`src/core/pmi_pkg.sv`:
```
// Constants shared by the power-mode and interrupt control block.
// Assumes a 32-bit APB slave where each register index maps to byte 4*index.
package pmi_pkg;

	// Register indices; the byte address on the bus is four times the index.
	localparam logic [7:0] IDX_IRQ_FLAG   = 8'hC8;
	localparam logic [7:0] IDX_IRQ_ENABLE = 8'hC9;
	localparam logic [7:0] IDX_OSC_MODE   = 8'hCA;
	localparam logic [7:0] IDX_STACK_PTR  = 8'hDF;

	// Interrupt source bit positions, shared by flag and enable registers.
	localparam int BIT_PIN_IRQ     = 0;
	localparam int BIT_TIMER_A_IRQ = 4;
	localparam int BIT_TIMER_B_IRQ = 5;
	localparam int BIT_CONV_IRQ    = 7;
	localparam logic [7:0] IRQ_BITS_MASK = 8'hB1;

	// Stack pointer register layout.
	localparam int GIE_BIT = 7;
	localparam int SP_MSB  = 2;
	localparam logic [2:0] SP_RESET  = 3'h7;
	localparam logic       GIE_RESET = 1'h0;

	// Oscillator and mode register layout.
	localparam int MODE_LSB       = 3;
	localparam int SLOW_SEL_BIT   = 2;
	localparam int HOSC_STOP_BIT  = 1;
	localparam logic [1:0] MODE_NORMAL = 2'h0;
	localparam logic [1:0] MODE_SLEEP  = 2'h1;
	localparam logic [1:0] MODE_GREEN  = 2'h2;
	localparam logic [7:0] ENABLE_RESET = 8'h00;
	localparam logic [7:0] FLAG_RESET   = 8'h00;

	// Wakeup settling count in fast oscillator clocks, and the vector.
	localparam int          WAKE_CLOCKS = 2048;
	localparam logic [11:0] IRQ_VECTOR  = 12'h008;

	typedef enum logic [3:0] {
		PMI_RUN    = 4'b0001,
		PMI_GREEN  = 4'b0010,
		PMI_SLEEP  = 4'b0100,
		PMI_WARMUP = 4'b1000
	} pmi_state_t;

endpackage

```
`src/core/pmi_sync.sv`:
```
// Three-flop synchroniser with agreement filter for asynchronous inputs.
// Assumes the input may change at any time relative to ref_clk.
`timescale 1ns/1ps
`default_nettype none
module pmi_sync #(
	parameter int W = 1
) (
	input  wire logic         ref_clk,   // System clock.
	input  wire logic         rst_b,     // Asynchronous reset, active low.
	input  wire logic         clk_en,    // Freezes all state while low.
	input  wire logic [W-1:0] async_in,  // Raw asynchronous input.
	output logic      [W-1:0] stable_q,  // Filtered level.
	output logic              change_q   // One-cycle pulse on accepted change.
);
	logic [W-1:0] meta_q;
	logic [W-1:0] s2_q;
	logic [W-1:0] s3_q;

	always_ff @(posedge ref_clk or negedge rst_b) begin
		if (!rst_b) begin
			meta_q <= '0;
			s2_q   <= '0;
			s3_q   <= '0;
		end else if (clk_en) begin
			meta_q <= async_in;
			s2_q   <= meta_q;
			s3_q   <= s2_q;
		end
	end

	// A change only counts once the second and third stages agree.
	always_ff @(posedge ref_clk or negedge rst_b) begin
		if (!rst_b) begin
			stable_q <= '0;
			change_q <= 1'b0;
		end else if (clk_en) begin
			change_q <= (s2_q == s3_q) && (s3_q != stable_q);
			if (s2_q == s3_q) begin
				stable_q <= s3_q;
			end
		end
	end
endmodule
`default_nettype wire

```
`src/core/pmi_wake_cnt.sv`:
```
// Settling counter run after wakeup from power down.
// Assumes ref_clk is the fast oscillator clock once it has started.
`timescale 1ns/1ps
`default_nettype none
module pmi_wake_cnt #(
	parameter int COUNT = 2048
) (
	input  wire logic ref_clk,  // System clock.
	input  wire logic rst_b,    // Asynchronous reset, active low.
	input  wire logic clk_en,   // Freezes all state while low.
	input  wire logic run,      // Count while high, clear while low.
	output logic      done_q    // High once COUNT clocks have been counted.
);
	logic [$clog2(COUNT+1)-1:0] cnt_q;

	always_ff @(posedge ref_clk or negedge rst_b) begin
		if (!rst_b) begin
			cnt_q  <= '0;
			done_q <= 1'b0;
		end else if (clk_en) begin
			if (!run) begin
				cnt_q  <= '0;
				done_q <= 1'b0;
			end else if (!done_q) begin
				cnt_q  <= cnt_q + 1'b1;
				done_q <= (cnt_q == ($clog2(COUNT+1))'(COUNT - 1));
			end
		end
	end
endmodule
`default_nettype wire

```
`src/core/pmi_ctrl.sv`:
```
// Operating-mode sequencer and interrupt flag/enable logic behind APB.
// Assumes event inputs are one-cycle pulses on ref_clk and that the CPU
// core reports interrupt return; wake pins and oscillator-ready are async.
`timescale 1ns/1ps
`default_nettype none

module pmi_ctrl #(
	parameter int ADDR_W      = 10,
	parameter int WAKE_CLOCKS = pmi_pkg::WAKE_CLOCKS,
	parameter int PORT_W      = 8
) (
	input  wire logic              ref_clk,          // System clock, 125 MHz.
	input  wire logic              rst_b,            // Async reset, active low.
	input  wire logic              clk_en,           // Freezes all state.
	input  wire logic              psel,             // APB select.
	input  wire logic              penable,          // APB enable.
	input  wire logic              pwrite,           // APB write.
	input  wire logic [ADDR_W-1:0] paddr,            // APB byte address.
	input  wire logic [31:0]       pwdata,           // APB write data.
	output logic      [31:0]       prdata,           // APB read data.
	output logic                   pready,           // APB ready.
	output logic                   pslverr,          // APB error.
	input  wire logic [PORT_W-1:0] port0_pins,       // Async wake pins.
	input  wire logic              hosc_ready_pin,   // Async oscillator ready.
	input  wire logic              pin_irq_evt,      // Pin trigger pulse.
	input  wire logic              timer_a_ovf,      // Timer A overflow pulse.
	input  wire logic              timer_b_ovf,      // Timer B overflow pulse.
	input  wire logic              converter_done,   // Converter end pulse.
	input  wire logic              timer_a_enable,   // Timer A running level.
	input  wire logic              return_from_irq_instr_exec,        // Return executed pulse.
	output logic                   irq_take_q,       // Vector load pulse.
	output logic      [11:0]       vector_pc_q,      // Vector address.
	output logic                   cpu_exec,         // CPU may fetch.
	output logic                   sys_clk_slow,     // System on slow RC.
	output logic                   high_osc_run,     // Fast oscillator on.
	output logic                   low_osc_run,      // Slow RC on.
	output logic                   timer_a_allow,    // Timer A may count.
	output logic                   timer_b_allow     // Timer B may count.
);
	pmi_pkg::pmi_state_t state_q;
	pmi_pkg::pmi_state_t state_d;

	logic [7:0] flag_q;
	logic [7:0] enable_q;
	logic       gie_q;
	logic [2:0] sp_q;
	logic [1:0] mode_q;
	logic       slow_q;
	logic       stop_q;

	logic       port_change;
	logic       hosc_ready;
	logic       warm_done;
	logic       wr_en;
	logic [7:0] wdata8;
	logic [7:0] events;
	logic       irq_pending;
	logic       wake_green;

	function automatic logic hit(input logic [ADDR_W-1:0] a,
	                             input logic [7:0] idx);
		hit = (a == ADDR_W'({idx, 2'b00}));
	endfunction

	pmi_sync #(
		.W (PORT_W)
	) u_port_sync (
		.ref_clk  (ref_clk),
		.rst_b    (rst_b),
		.clk_en   (clk_en),
		.async_in (port0_pins),
		.stable_q (),
		.change_q (port_change)
	);

	pmi_sync #(
		.W (1)
	) u_hosc_sync (
		.ref_clk  (ref_clk),
		.rst_b    (rst_b),
		.clk_en   (clk_en),
		.async_in (hosc_ready_pin),
		.stable_q (hosc_ready),
		.change_q ()
	);

	// Counting starts only once the oscillator reports it has started.
	pmi_wake_cnt #(
		.COUNT (WAKE_CLOCKS)
	) u_wake_cnt (
		.ref_clk (ref_clk),
		.rst_b   (rst_b),
		.clk_en  (clk_en),
		.run     ((state_q == pmi_pkg::PMI_WARMUP) && hosc_ready),
		.done_q  (warm_done)
	);

	// Bus: zero wait states, a write lands at the access-phase edge.
	assign pready = 1'b1;
	assign wr_en  = psel && penable && pwrite && clk_en;
	assign wdata8 = pwdata[7:0];
	assign pslverr = psel && penable && !(hit(paddr, pmi_pkg::IDX_IRQ_FLAG)
		|| hit(paddr, pmi_pkg::IDX_IRQ_ENABLE)
		|| hit(paddr, pmi_pkg::IDX_OSC_MODE)
		|| hit(paddr, pmi_pkg::IDX_STACK_PTR));

	// Read data is captured in the setup phase so it comes from a flop.
	always_ff @(posedge ref_clk or negedge rst_b) begin
		if (!rst_b) begin
			prdata <= 32'h0000_0000;
		end else if (clk_en && psel && !penable) begin
			prdata <= 32'h0000_0000;
			if (hit(paddr, pmi_pkg::IDX_IRQ_FLAG)) begin
				prdata[7:0] <= flag_q;
			end else if (hit(paddr, pmi_pkg::IDX_IRQ_ENABLE)) begin
				prdata[7:0] <= enable_q;
			end else if (hit(paddr, pmi_pkg::IDX_OSC_MODE)) begin
				prdata[pmi_pkg::MODE_LSB+1:pmi_pkg::MODE_LSB] <= mode_q;
				prdata[pmi_pkg::SLOW_SEL_BIT]  <= slow_q;
				prdata[pmi_pkg::HOSC_STOP_BIT] <= stop_q;
			end else if (hit(paddr, pmi_pkg::IDX_STACK_PTR)) begin
				prdata[pmi_pkg::GIE_BIT]     <= gie_q;
				prdata[pmi_pkg::SP_MSB:0]    <= sp_q;
			end
		end
	end

	// Event vector; the pin event is accepted in any state, so an edge that
	// also wakes power down stays latched until execution resumes.
	always_comb begin
		events = 8'h00;
		events[pmi_pkg::BIT_PIN_IRQ]     = pin_irq_evt;
		events[pmi_pkg::BIT_TIMER_A_IRQ] = timer_a_ovf;
		events[pmi_pkg::BIT_TIMER_B_IRQ] = timer_b_ovf;
		events[pmi_pkg::BIT_CONV_IRQ]    = converter_done;
	end

	// Flags set regardless of enable, and a set beats a same-cycle clear.
	always_ff @(posedge ref_clk or negedge rst_b) begin
		if (!rst_b) begin
			flag_q <= pmi_pkg::FLAG_RESET;
		end else if (clk_en) begin
			if (wr_en && hit(paddr, pmi_pkg::IDX_IRQ_FLAG)) begin
				flag_q <= (wdata8 | events) & pmi_pkg::IRQ_BITS_MASK;
			end else begin
				flag_q <= flag_q | (events & pmi_pkg::IRQ_BITS_MASK);
			end
		end
	end

	always_ff @(posedge ref_clk or negedge rst_b) begin
		if (!rst_b) begin
			enable_q <= pmi_pkg::ENABLE_RESET;
		end else if (clk_en && wr_en
				&& hit(paddr, pmi_pkg::IDX_IRQ_ENABLE)) begin
			enable_q <= wdata8 & pmi_pkg::IRQ_BITS_MASK;
		end
	end

	// One shared vector whatever the number of pending enabled sources.
	assign irq_pending = gie_q && |(flag_q & enable_q);

	// Vectoring only while executing; the pulse itself clears the enable,
	// so at most one take per entry.
	always_ff @(posedge ref_clk or negedge rst_b) begin
		if (!rst_b) begin
			irq_take_q  <= 1'b0;
			vector_pc_q <= 12'h000;
		end else if (clk_en) begin
			irq_take_q <= irq_pending && cpu_exec && !irq_take_q;
			if (irq_pending && cpu_exec && !irq_take_q) begin
				vector_pc_q <= pmi_pkg::IRQ_VECTOR;
			end
		end
	end

	// Hardware stack moves win over a software write in the same cycle.
	always_ff @(posedge ref_clk or negedge rst_b) begin
		if (!rst_b) begin
			gie_q <= pmi_pkg::GIE_RESET;
			sp_q  <= pmi_pkg::SP_RESET;
		end else if (clk_en) begin
			if (irq_take_q) begin
				gie_q <= 1'b0;
				sp_q  <= sp_q - 1'b1;
			end else if (return_from_irq_instr_exec) begin
				gie_q <= 1'b1;
				sp_q  <= sp_q + 1'b1;
			end else if (wr_en && hit(paddr, pmi_pkg::IDX_STACK_PTR)) begin
				gie_q <= wdata8[pmi_pkg::GIE_BIT];
				sp_q  <= wdata8[pmi_pkg::SP_MSB:0];
			end
		end
	end

	// Green ends on a pin change, or on timer A only while it runs.
	assign wake_green = port_change
		|| (timer_a_ovf && timer_a_enable);

	always_comb begin
		state_d = state_q;
		case (state_q)
			pmi_pkg::PMI_RUN: begin
				// Reserved code 11 is held but treated as normal.
				if (mode_q == pmi_pkg::MODE_SLEEP) begin
					state_d = pmi_pkg::PMI_SLEEP;
				end else if (mode_q == pmi_pkg::MODE_GREEN) begin
					state_d = pmi_pkg::PMI_GREEN;
				end
			end
			pmi_pkg::PMI_GREEN: begin
				if (wake_green) begin
					state_d = pmi_pkg::PMI_RUN;
				end
			end
			pmi_pkg::PMI_SLEEP: begin
				if (port_change) begin
					state_d = pmi_pkg::PMI_WARMUP;
				end
			end
			pmi_pkg::PMI_WARMUP: begin
				if (warm_done) begin
					state_d = pmi_pkg::PMI_RUN;
				end
			end
			default: begin
				state_d = pmi_pkg::PMI_RUN;
			end
		endcase
	end

	always_ff @(posedge ref_clk or negedge rst_b) begin
		if (!rst_b) begin
			state_q <= pmi_pkg::PMI_RUN;
		end else if (clk_en) begin
			state_q <= state_d;
		end
	end

	// Mode register. The field returns to 00 on wakeup; power-down wakeup
	// also drops slow select and the stop bit so the part resumes normal,
	// while green wakeup keeps slow select and so returns to the prior mode.
	always_ff @(posedge ref_clk or negedge rst_b) begin
		if (!rst_b) begin
			mode_q <= pmi_pkg::MODE_NORMAL;
			slow_q <= 1'b0;
			stop_q <= 1'b0;
		end else if (clk_en) begin
			if (state_q == pmi_pkg::PMI_SLEEP && port_change) begin
				mode_q <= pmi_pkg::MODE_NORMAL;
				slow_q <= 1'b0;
				stop_q <= 1'b0;
			end else if (state_q == pmi_pkg::PMI_GREEN && wake_green) begin
				mode_q <= pmi_pkg::MODE_NORMAL;
			end else if (wr_en && hit(paddr, pmi_pkg::IDX_OSC_MODE)
					&& state_q == pmi_pkg::PMI_RUN) begin
				mode_q <= wdata8[pmi_pkg::MODE_LSB+1:pmi_pkg::MODE_LSB];
				slow_q <= wdata8[pmi_pkg::SLOW_SEL_BIT];
				stop_q <= wdata8[pmi_pkg::HOSC_STOP_BIT];
			end
		end
	end

	// The oscillator stop bit only acts while the slow RC drives the system
	// or in green, so normal mode can never lose its own clock.
	assign high_osc_run = (state_q == pmi_pkg::PMI_WARMUP)
		|| (state_q == pmi_pkg::PMI_RUN && (!slow_q || !stop_q))
		|| (state_q == pmi_pkg::PMI_GREEN && !stop_q);
	assign low_osc_run   = (state_q != pmi_pkg::PMI_SLEEP);
	assign sys_clk_slow  = slow_q && (state_q != pmi_pkg::PMI_WARMUP);
	assign cpu_exec      = (state_q == pmi_pkg::PMI_RUN);
	assign timer_a_allow = (state_q == pmi_pkg::PMI_RUN)
		|| (state_q == pmi_pkg::PMI_GREEN);
	assign timer_b_allow = (state_q == pmi_pkg::PMI_RUN);

endmodule
`default_nettype wire

```
`config.mk`:
```
export PLATFORM = sky130hd
export DESIGN_NAME = pmi_ctrl
export DESIGN_NICKNAME = d
export VERILOG_FILES = /design/src/core/pmi_pkg.sv /design/src/core/pmi_sync.sv /design/src/core/pmi_wake_cnt.sv /design/src/core/pmi_ctrl.sv
export SDC_FILE = /design/constraint.sdc
export NUM_CORES = 1
export LEC_CHECK = 0
export BUFFER_PORTS_ARGS = -buffer_cell sky130_fd_sc_hd__buf_2
export CORE_ASPECT_RATIO = 0.9
export CORE_MARGIN = 5
export CORE_UTILIZATION = 50
export CTS_BUF_LIST = sky130_fd_sc_hd__clkbuf_4
export DETAILED_ROUTE_END_ITERATION = 8
export GPL_TIMING_DRIVEN = 0
export PLACE_DENSITY = 0.84
export SLEW_MARGIN = 0
export SYNTH_ARGS = -nofsm -noshare
export SYNTH_HDL_FRONTEND = slang
export SYNTH_SLANG_ARGS = --single-unit
```
`constraint.sdc`:
```
create_clock -name ref_clk -period 4.8 [get_ports ref_clk]
set_input_delay 0.72 -clock ref_clk [delete_from_list [all_inputs] [get_ports ref_clk]]
set_output_delay 0.72 -clock ref_clk [all_outputs]
set_load 0.1 [all_outputs]
```
# After elaboration in Yosys (flattened, before gate mapping)

Index checks and enable logic that the tools add are counted.
Widths: inputs -> output; s select.

Register bits: 84
Bits in latches: 0
RAM bits: 0
ROM bits: 0
Bits of input ports: 63
Output and inout port bits: 53
Word-level logic and storage cells: 134
Memories kept: 0

$add $sub $neg: 3
Multiply operators: 0
Div/mod/pow operators: 0
Magnitude comparators: 0
Eq/ne operators: 22
Shifts and indexed selects: 0
Muxes and demuxes: 36
Bitwise gates (word level): 3
Reductions and logical operators: 48

Operators with widths:

| kind                  | number |
|---|---|
| $eq 10x10->1 const B  | 4 |
| $mux 12               | 2 |
| $logic_and 1x1->1     | 23 |
| $mux 4                | 5 |
| $mux 1                | 16 |
| $mux 8                | 2 |
| $or 8x8->8            | 2 |
| $pmux 4 s4            | 1 |
| $add 12x1->12 const B | 1 |
| $eq 12x11->1 const B  | 1 |
| $mux 3                | 4 |
| $reduce_and 2->1      | 6 |
| $mux 2                | 5 |
| $and 8x8->8           | 1 |
| $eq 8x8->1            | 1 |
| $logic_or 1x1->1      | 8 |
| $ne 8x8->1            | 1 |
| $reduce_or 8->1       | 1 |
| $ne 2x2->1 const B    | 3 |
| $reduce_bool 3->1     | 2 |
| $logic_not 1->1       | 5 |
| $mux 5                | 1 |
| $reduce_and 5->1      | 1 |
| $eq 4x1->1 const B    | 1 |
| 14 further kinds      | 15 |

# Logic depth before layout (Yosys ltp)

Word-level depth: 8
Mapped depth: 6
Mapped depth without buffers: 6

# By module

Synthesis repeated with hierarchy kept, for this count alone.

Cells, all modules: 403
Area total of the unflattened synthesis: 4327.9 µm²

By module, submodules not included:

| module                 | instances | cells an instance | area an instance (µm²) | sequential area each (µm²) |
|---|---|---|---|---|
| pmi_ctrl               | 1         | 223               | 2029.4                 | 730.7 |
| pmi_sync (u_port_sync) | 1         | 92                | 1403.8                 | 825.8 |
| pmi_wake_cnt           | 1         | 72                | 681.9                  | 325.3 |
| pmi_sync (u_hosc_sync) | 1         | 16                | 212.7                  | 125.1 |

# Least setup slack after synthesis

Ideal clock, no wire load.

Path type: register to output
From: register state_q[0]
To: output high_osc_run
Arrival: 3798 ps
Required time: 4080 ps
Slack: 282 ps
Cell stages (with the launch flop): 6
Path buffers: 1
Cell sequence: dfstp_2 clkbuf_1 nor4b_2 inv_1 o21ai_0 a21o_1

Longest elaborated chain between the ends: 4
Elaborated cells between the ends (all ways): 7
Classes of those cells: eq/ne (3); reduce/logical (4)

Ends and longest elaborated chain:

| what                   | line            | RTL |
|---|---|---|
| from (decl)            | pmi_ctrl.sv:40  | `pmi_pkg::pmi_state_t state_q;` |
| from (signal assigned) | pmi_ctrl.sv:234 | `state_q <= pmi_pkg::PMI_RUN;` |
| from (signal assigned) | pmi_ctrl.sv:236 | `state_q <= state_d;` |
| $eq 4x1->1             | n/a             |  |
| via cpu_exec           | pmi_ctrl.sv:33  | `output logic cpu_exec,` |
| $logic_and 1x1->1      | pmi_ctrl.sv:267 | `\|\| (state_q == pmi_pkg::PMI_RUN && (!slow_q \|\| !stop_q))` |
| $logic_or 1x1->1       | pmi_ctrl.sv:267 |  |
| $logic_or 1x1->1       | pmi_ctrl.sv:268 | `\|\| (state_q == pmi_pkg::PMI_GREEN && !stop_q);` |
| to (decl)              | pmi_ctrl.sv:35  | `output logic high_osc_run,` |

The timed path passes the listed nets, and every way through them passes these cells.

# Worst setup path after layout

From: register state_q[0]
To: output high_osc_run

Longest elaborated chain between the ends: 4
Elaborated cells between the ends (all ways): 7
Classes of those cells: eq/ne (3); reduce/logical (4)

Ends and longest elaborated chain:

| what                 | line |
|---|---|
| $eq 4x1->1           | pmi_ctrl.sv:267 |
| $logic_and 1x1->1    | pmi_ctrl.sv:267 |
| $logic_or 1x1->1     | pmi_ctrl.sv:267 |
| $logic_or 1x1->1 (*) | pmi_ctrl.sv:268 |

Every way passes the cells marked *; elsewhere a longest branch is shown, timed or not.

==> metrics.md <==
| Metric | Value |
|---|---|
| Number of global-route vias before repair | `about 3200` |
| IO Port Bufs | `52` |
| Antenna cells | `0` |
| Nets | `between 500 and 600` |
| DRT Pass-1 Iters | `4` |
| Syn Area/Cell | `10.7 um2` |
| CTS tree | `yes` |
| Sequential area share after synthesis | `a little under half` |
| Largest net degree at the start of global routing | `52` |
| Share of layout cells above drive strength 1 | `between 30% and 40%` |
| Setup slack after layout | `~1.1 ns` |
| First-pass GRT wire length | `around 15 mm` |
| Crit path time final | `about 3.7 ns` |
| Fmax | `roughly 270 MHz` |
| Antenna-violating nets left | `0` |
| Post-DP HPWL | `approximately 6.8 mm` |
| Hold_buf cts | `0` |
| Synth Cell Area | `roughly 4200 um2` |
| Synth top area share | `between 40% and 50%` |
| Area leader, netlist | `dfrtp_1` |
| Most used DFF post-synth | `dfrtp_1` |
| Post-CTS Resized | `0` |
| Vias per cell | `5.30` |
| Worst vdd ir | `about 0.26 mV` |
| Vias | `between 3000 and 4000` |
| Tcrit/Tclk final | `between 70% and 80%` |
| Antenna violations before repair | `0` |
| Placed cell areas | `around 4800 um2` |
| Slew Viols, Final | `0` |
| Die width | `about 110 um` |
| CTS root buf | `clkbuf_4` |
| Clk slew on worst S/H paths | `about 0.13 ns` |
| Clk sinks | `a little under 80` |
| DRT iter0 DRCs | `around 150` |
| Core area | `slightly above 8000 um2` |
| Fraction of registers with async set/reset | `100%` |
| Critical path type | `flip-flop to output port` |
| Slew @ Worst Pin | `1.13 ns` |
| Final WL | `between 8 and 9 mm` |
| DIE AREA | `around 10000 um2` |
| Hold Path Class | `input port to async pin` |
| Status | `completed` |
| Relative slew slack | `23.7%` |
| Fillers | `~700` |
| Placer Congestion | `around 0.89` |
| Top-count cell post-synth | `dfrtp_1` |
| RSZ-0062 raised after global routing | `no` |
| PD cells | `roughly 340 nW/um2` |
| Number of flops mapped to enable cells by yosys | `0` |
| Final Core Density | `roughly three fifths` |
| Clock latency on the worst-skew pair | `0.42 ns` |
| Post-Layout Inst Area | `~4900 um2` |
| Startpoint Class | `flip-flop` |
| FP Rows | `31` |
| I/O pin count | `116` |
| Chip Height | `a little under 100 um` |
| Skew final | `roughly 0.018 ns` |
| Max clock buf depth | `2` |
| TritonCTS Buffers | `9` |
| Commonest cells in the netlist | `dfrtp_1, mux2_2, buf_4, nand2_1, xor2_1` |
| Leak | `2.43 nW` |
| Worst-path maximum fanout | `10` |
| Setup_tns | `0 ns` |
| Pwr Total | `between 1.5 and 2 mW` |
| Synthesis Warnings | `0` |
| Crit end category | `output port` |
| # DRC | `0` |
| Crit path from | `state_q[0]` |
| Register area | `~2000 um2` |
| Initial Utilization | `51.8%` |
| Post-CTS setup buffers | `0` |
| R2R depth | `5` |
| Reg2Reg Setup Slack | `2.45 ns` |
| Layout area overhead | `16.8%` |
| Area taken by multi-input logic gates | `between 1500 and 2000 um2` |
| Final setup fails | `0` |
| Unique masters post-synth | `between 50 and 60` |
| Synth top area cells | `dfrtp_1, mux2_2, buf_4` |
| Post-synthesis cell count | `between 300 and 400` |
| R2r startpoint | `state_q[0]` |
| H-tree levels | `3` |
| #FFs+latches synth | `79` |
| Final hold violations | `0` |
| GR Util All Layers | `18.1%` |
| Critical path capture point | `high_osc_run` |
| Worst EP arrival | `~3.0 ns` |
| GRT overflow | `0` |
| Dpl ws | `between 1 and 1.5 ns` |
| Max-cap violation count | `0` |
| Routed length per placed instance | `between 15 and 20 um` |
| CP required | `roughly 4.1 ns` |
| RR Endpoint | `state_q[2]` |
[cell usage in the layout (no fill, tap or decap), drive strengths merged, types with 6 or more instances in the layout]
cell and instances:
xnor2 9, and3 8, conb 37, nand2 33
a22oi 7, clkbuf 20, buf 95, mux2 43
nor3 6, inv 15, nor2 14, xor2 18
nand4 14, a21oi 6, o21ai 12, nand3 11
dfrtp 75
[flip-flops by register name, indices dropped and copies added, names as in the netlist]
register / count
irq_take_q: 1
u_port_sync.change_q: 1
vector_pc_q: 1
gie_q: 1
flag_q: 4
enable_q: 4
mode_q: 2
u_port_sync.s3_q: 8
sp_q: 3
u_port_sync.s2_q: 8
u_hosc_sync.stable_q: 1
u_hosc_sync.s2_q: 1
u_wake_cnt.done_q: 1
state_q: 4
u_hosc_sync.s3_q: 1
u_hosc_sync.meta_q: 1
u_port_sync.meta_q: 8
u_port_sync.stable_q: 8
u_wake_cnt.cnt_q: 12
slow_q: 1
stop_q: 1
prdata: 7
[worst min path at each step]
stage / end / slack [ns] / cells past startpoint
detailed placement: vector_pc_q[3] / 0.45 / 1
CTS: u_wake_cnt.cnt_q[2] / 0.20 / 1
global placement: prdata[4] / 0.45 / 2
global route: u_wake_cnt.cnt_q[2] / 0.20 / 1
floorplan: enable_q[0] / 0.42 / 0
finish: u_wake_cnt.cnt_q[6] / 0.21 / 1
[metrics by stage]
stage	std cells	hold slack (ns)
2_1_floorplan	428	0.424
3_3_place_gp	579	0.447
3_5_place_dp	580	0.452
4_1_cts	596	0.200
5_1_grt	596	0.203
6_report	596	0.212
[logic make-up after synthesis]
group           count (synthesis)  share of synthesized area [%]
fa+ha+maj                       3                          0.889
other cells                     2                          0.178
simple gates                  116                           15.6
xor+xnor                       27                           5.60
buf+inv                        67                           9.42
flops                          79                           46.9
compound gates                 52                           8.92
mux                            47                           12.4
[worst max-delay path, cell delays in order (launching register included)]
cell and delay [ns]:
dfstp_2 0.54, clkbuf_1 0.30, nor4b_2 0.81, inv_1 0.15, o21ai_0 0.21, a21o_1 0.13
buf_2 0.42
[cell type report]
class,count,area share [%]
Clock inverter,7,1.93
Buffer,53,7.01
Tap cell,99,2.51
Inverter,14,1.07
Timing Repair Buffer,53,5.89
Sequential cell,79,40.2
Clock buffer,9,1.37
Multi-Input combinational cell,282,40.0
[per-layer routing]
metal	GRT usage (%)	part of all wire, %	wire length, um	vias to the layer above
met3	4.85	6.4	572	12
li1	-	-	-	1511
met4	5.31	1.4	129	0
met1	23.0	42	3730	1528
met2	30.3	50	4520	106
met5	0	0	0	-
[report_power, final]
group          internal, mW  switching [mW]
logic                 0.144           0.268
registers             0.741          0.0614
clock network         0.212           0.233
total                  1.10           0.563
Power figures use the tool's default switching activity.
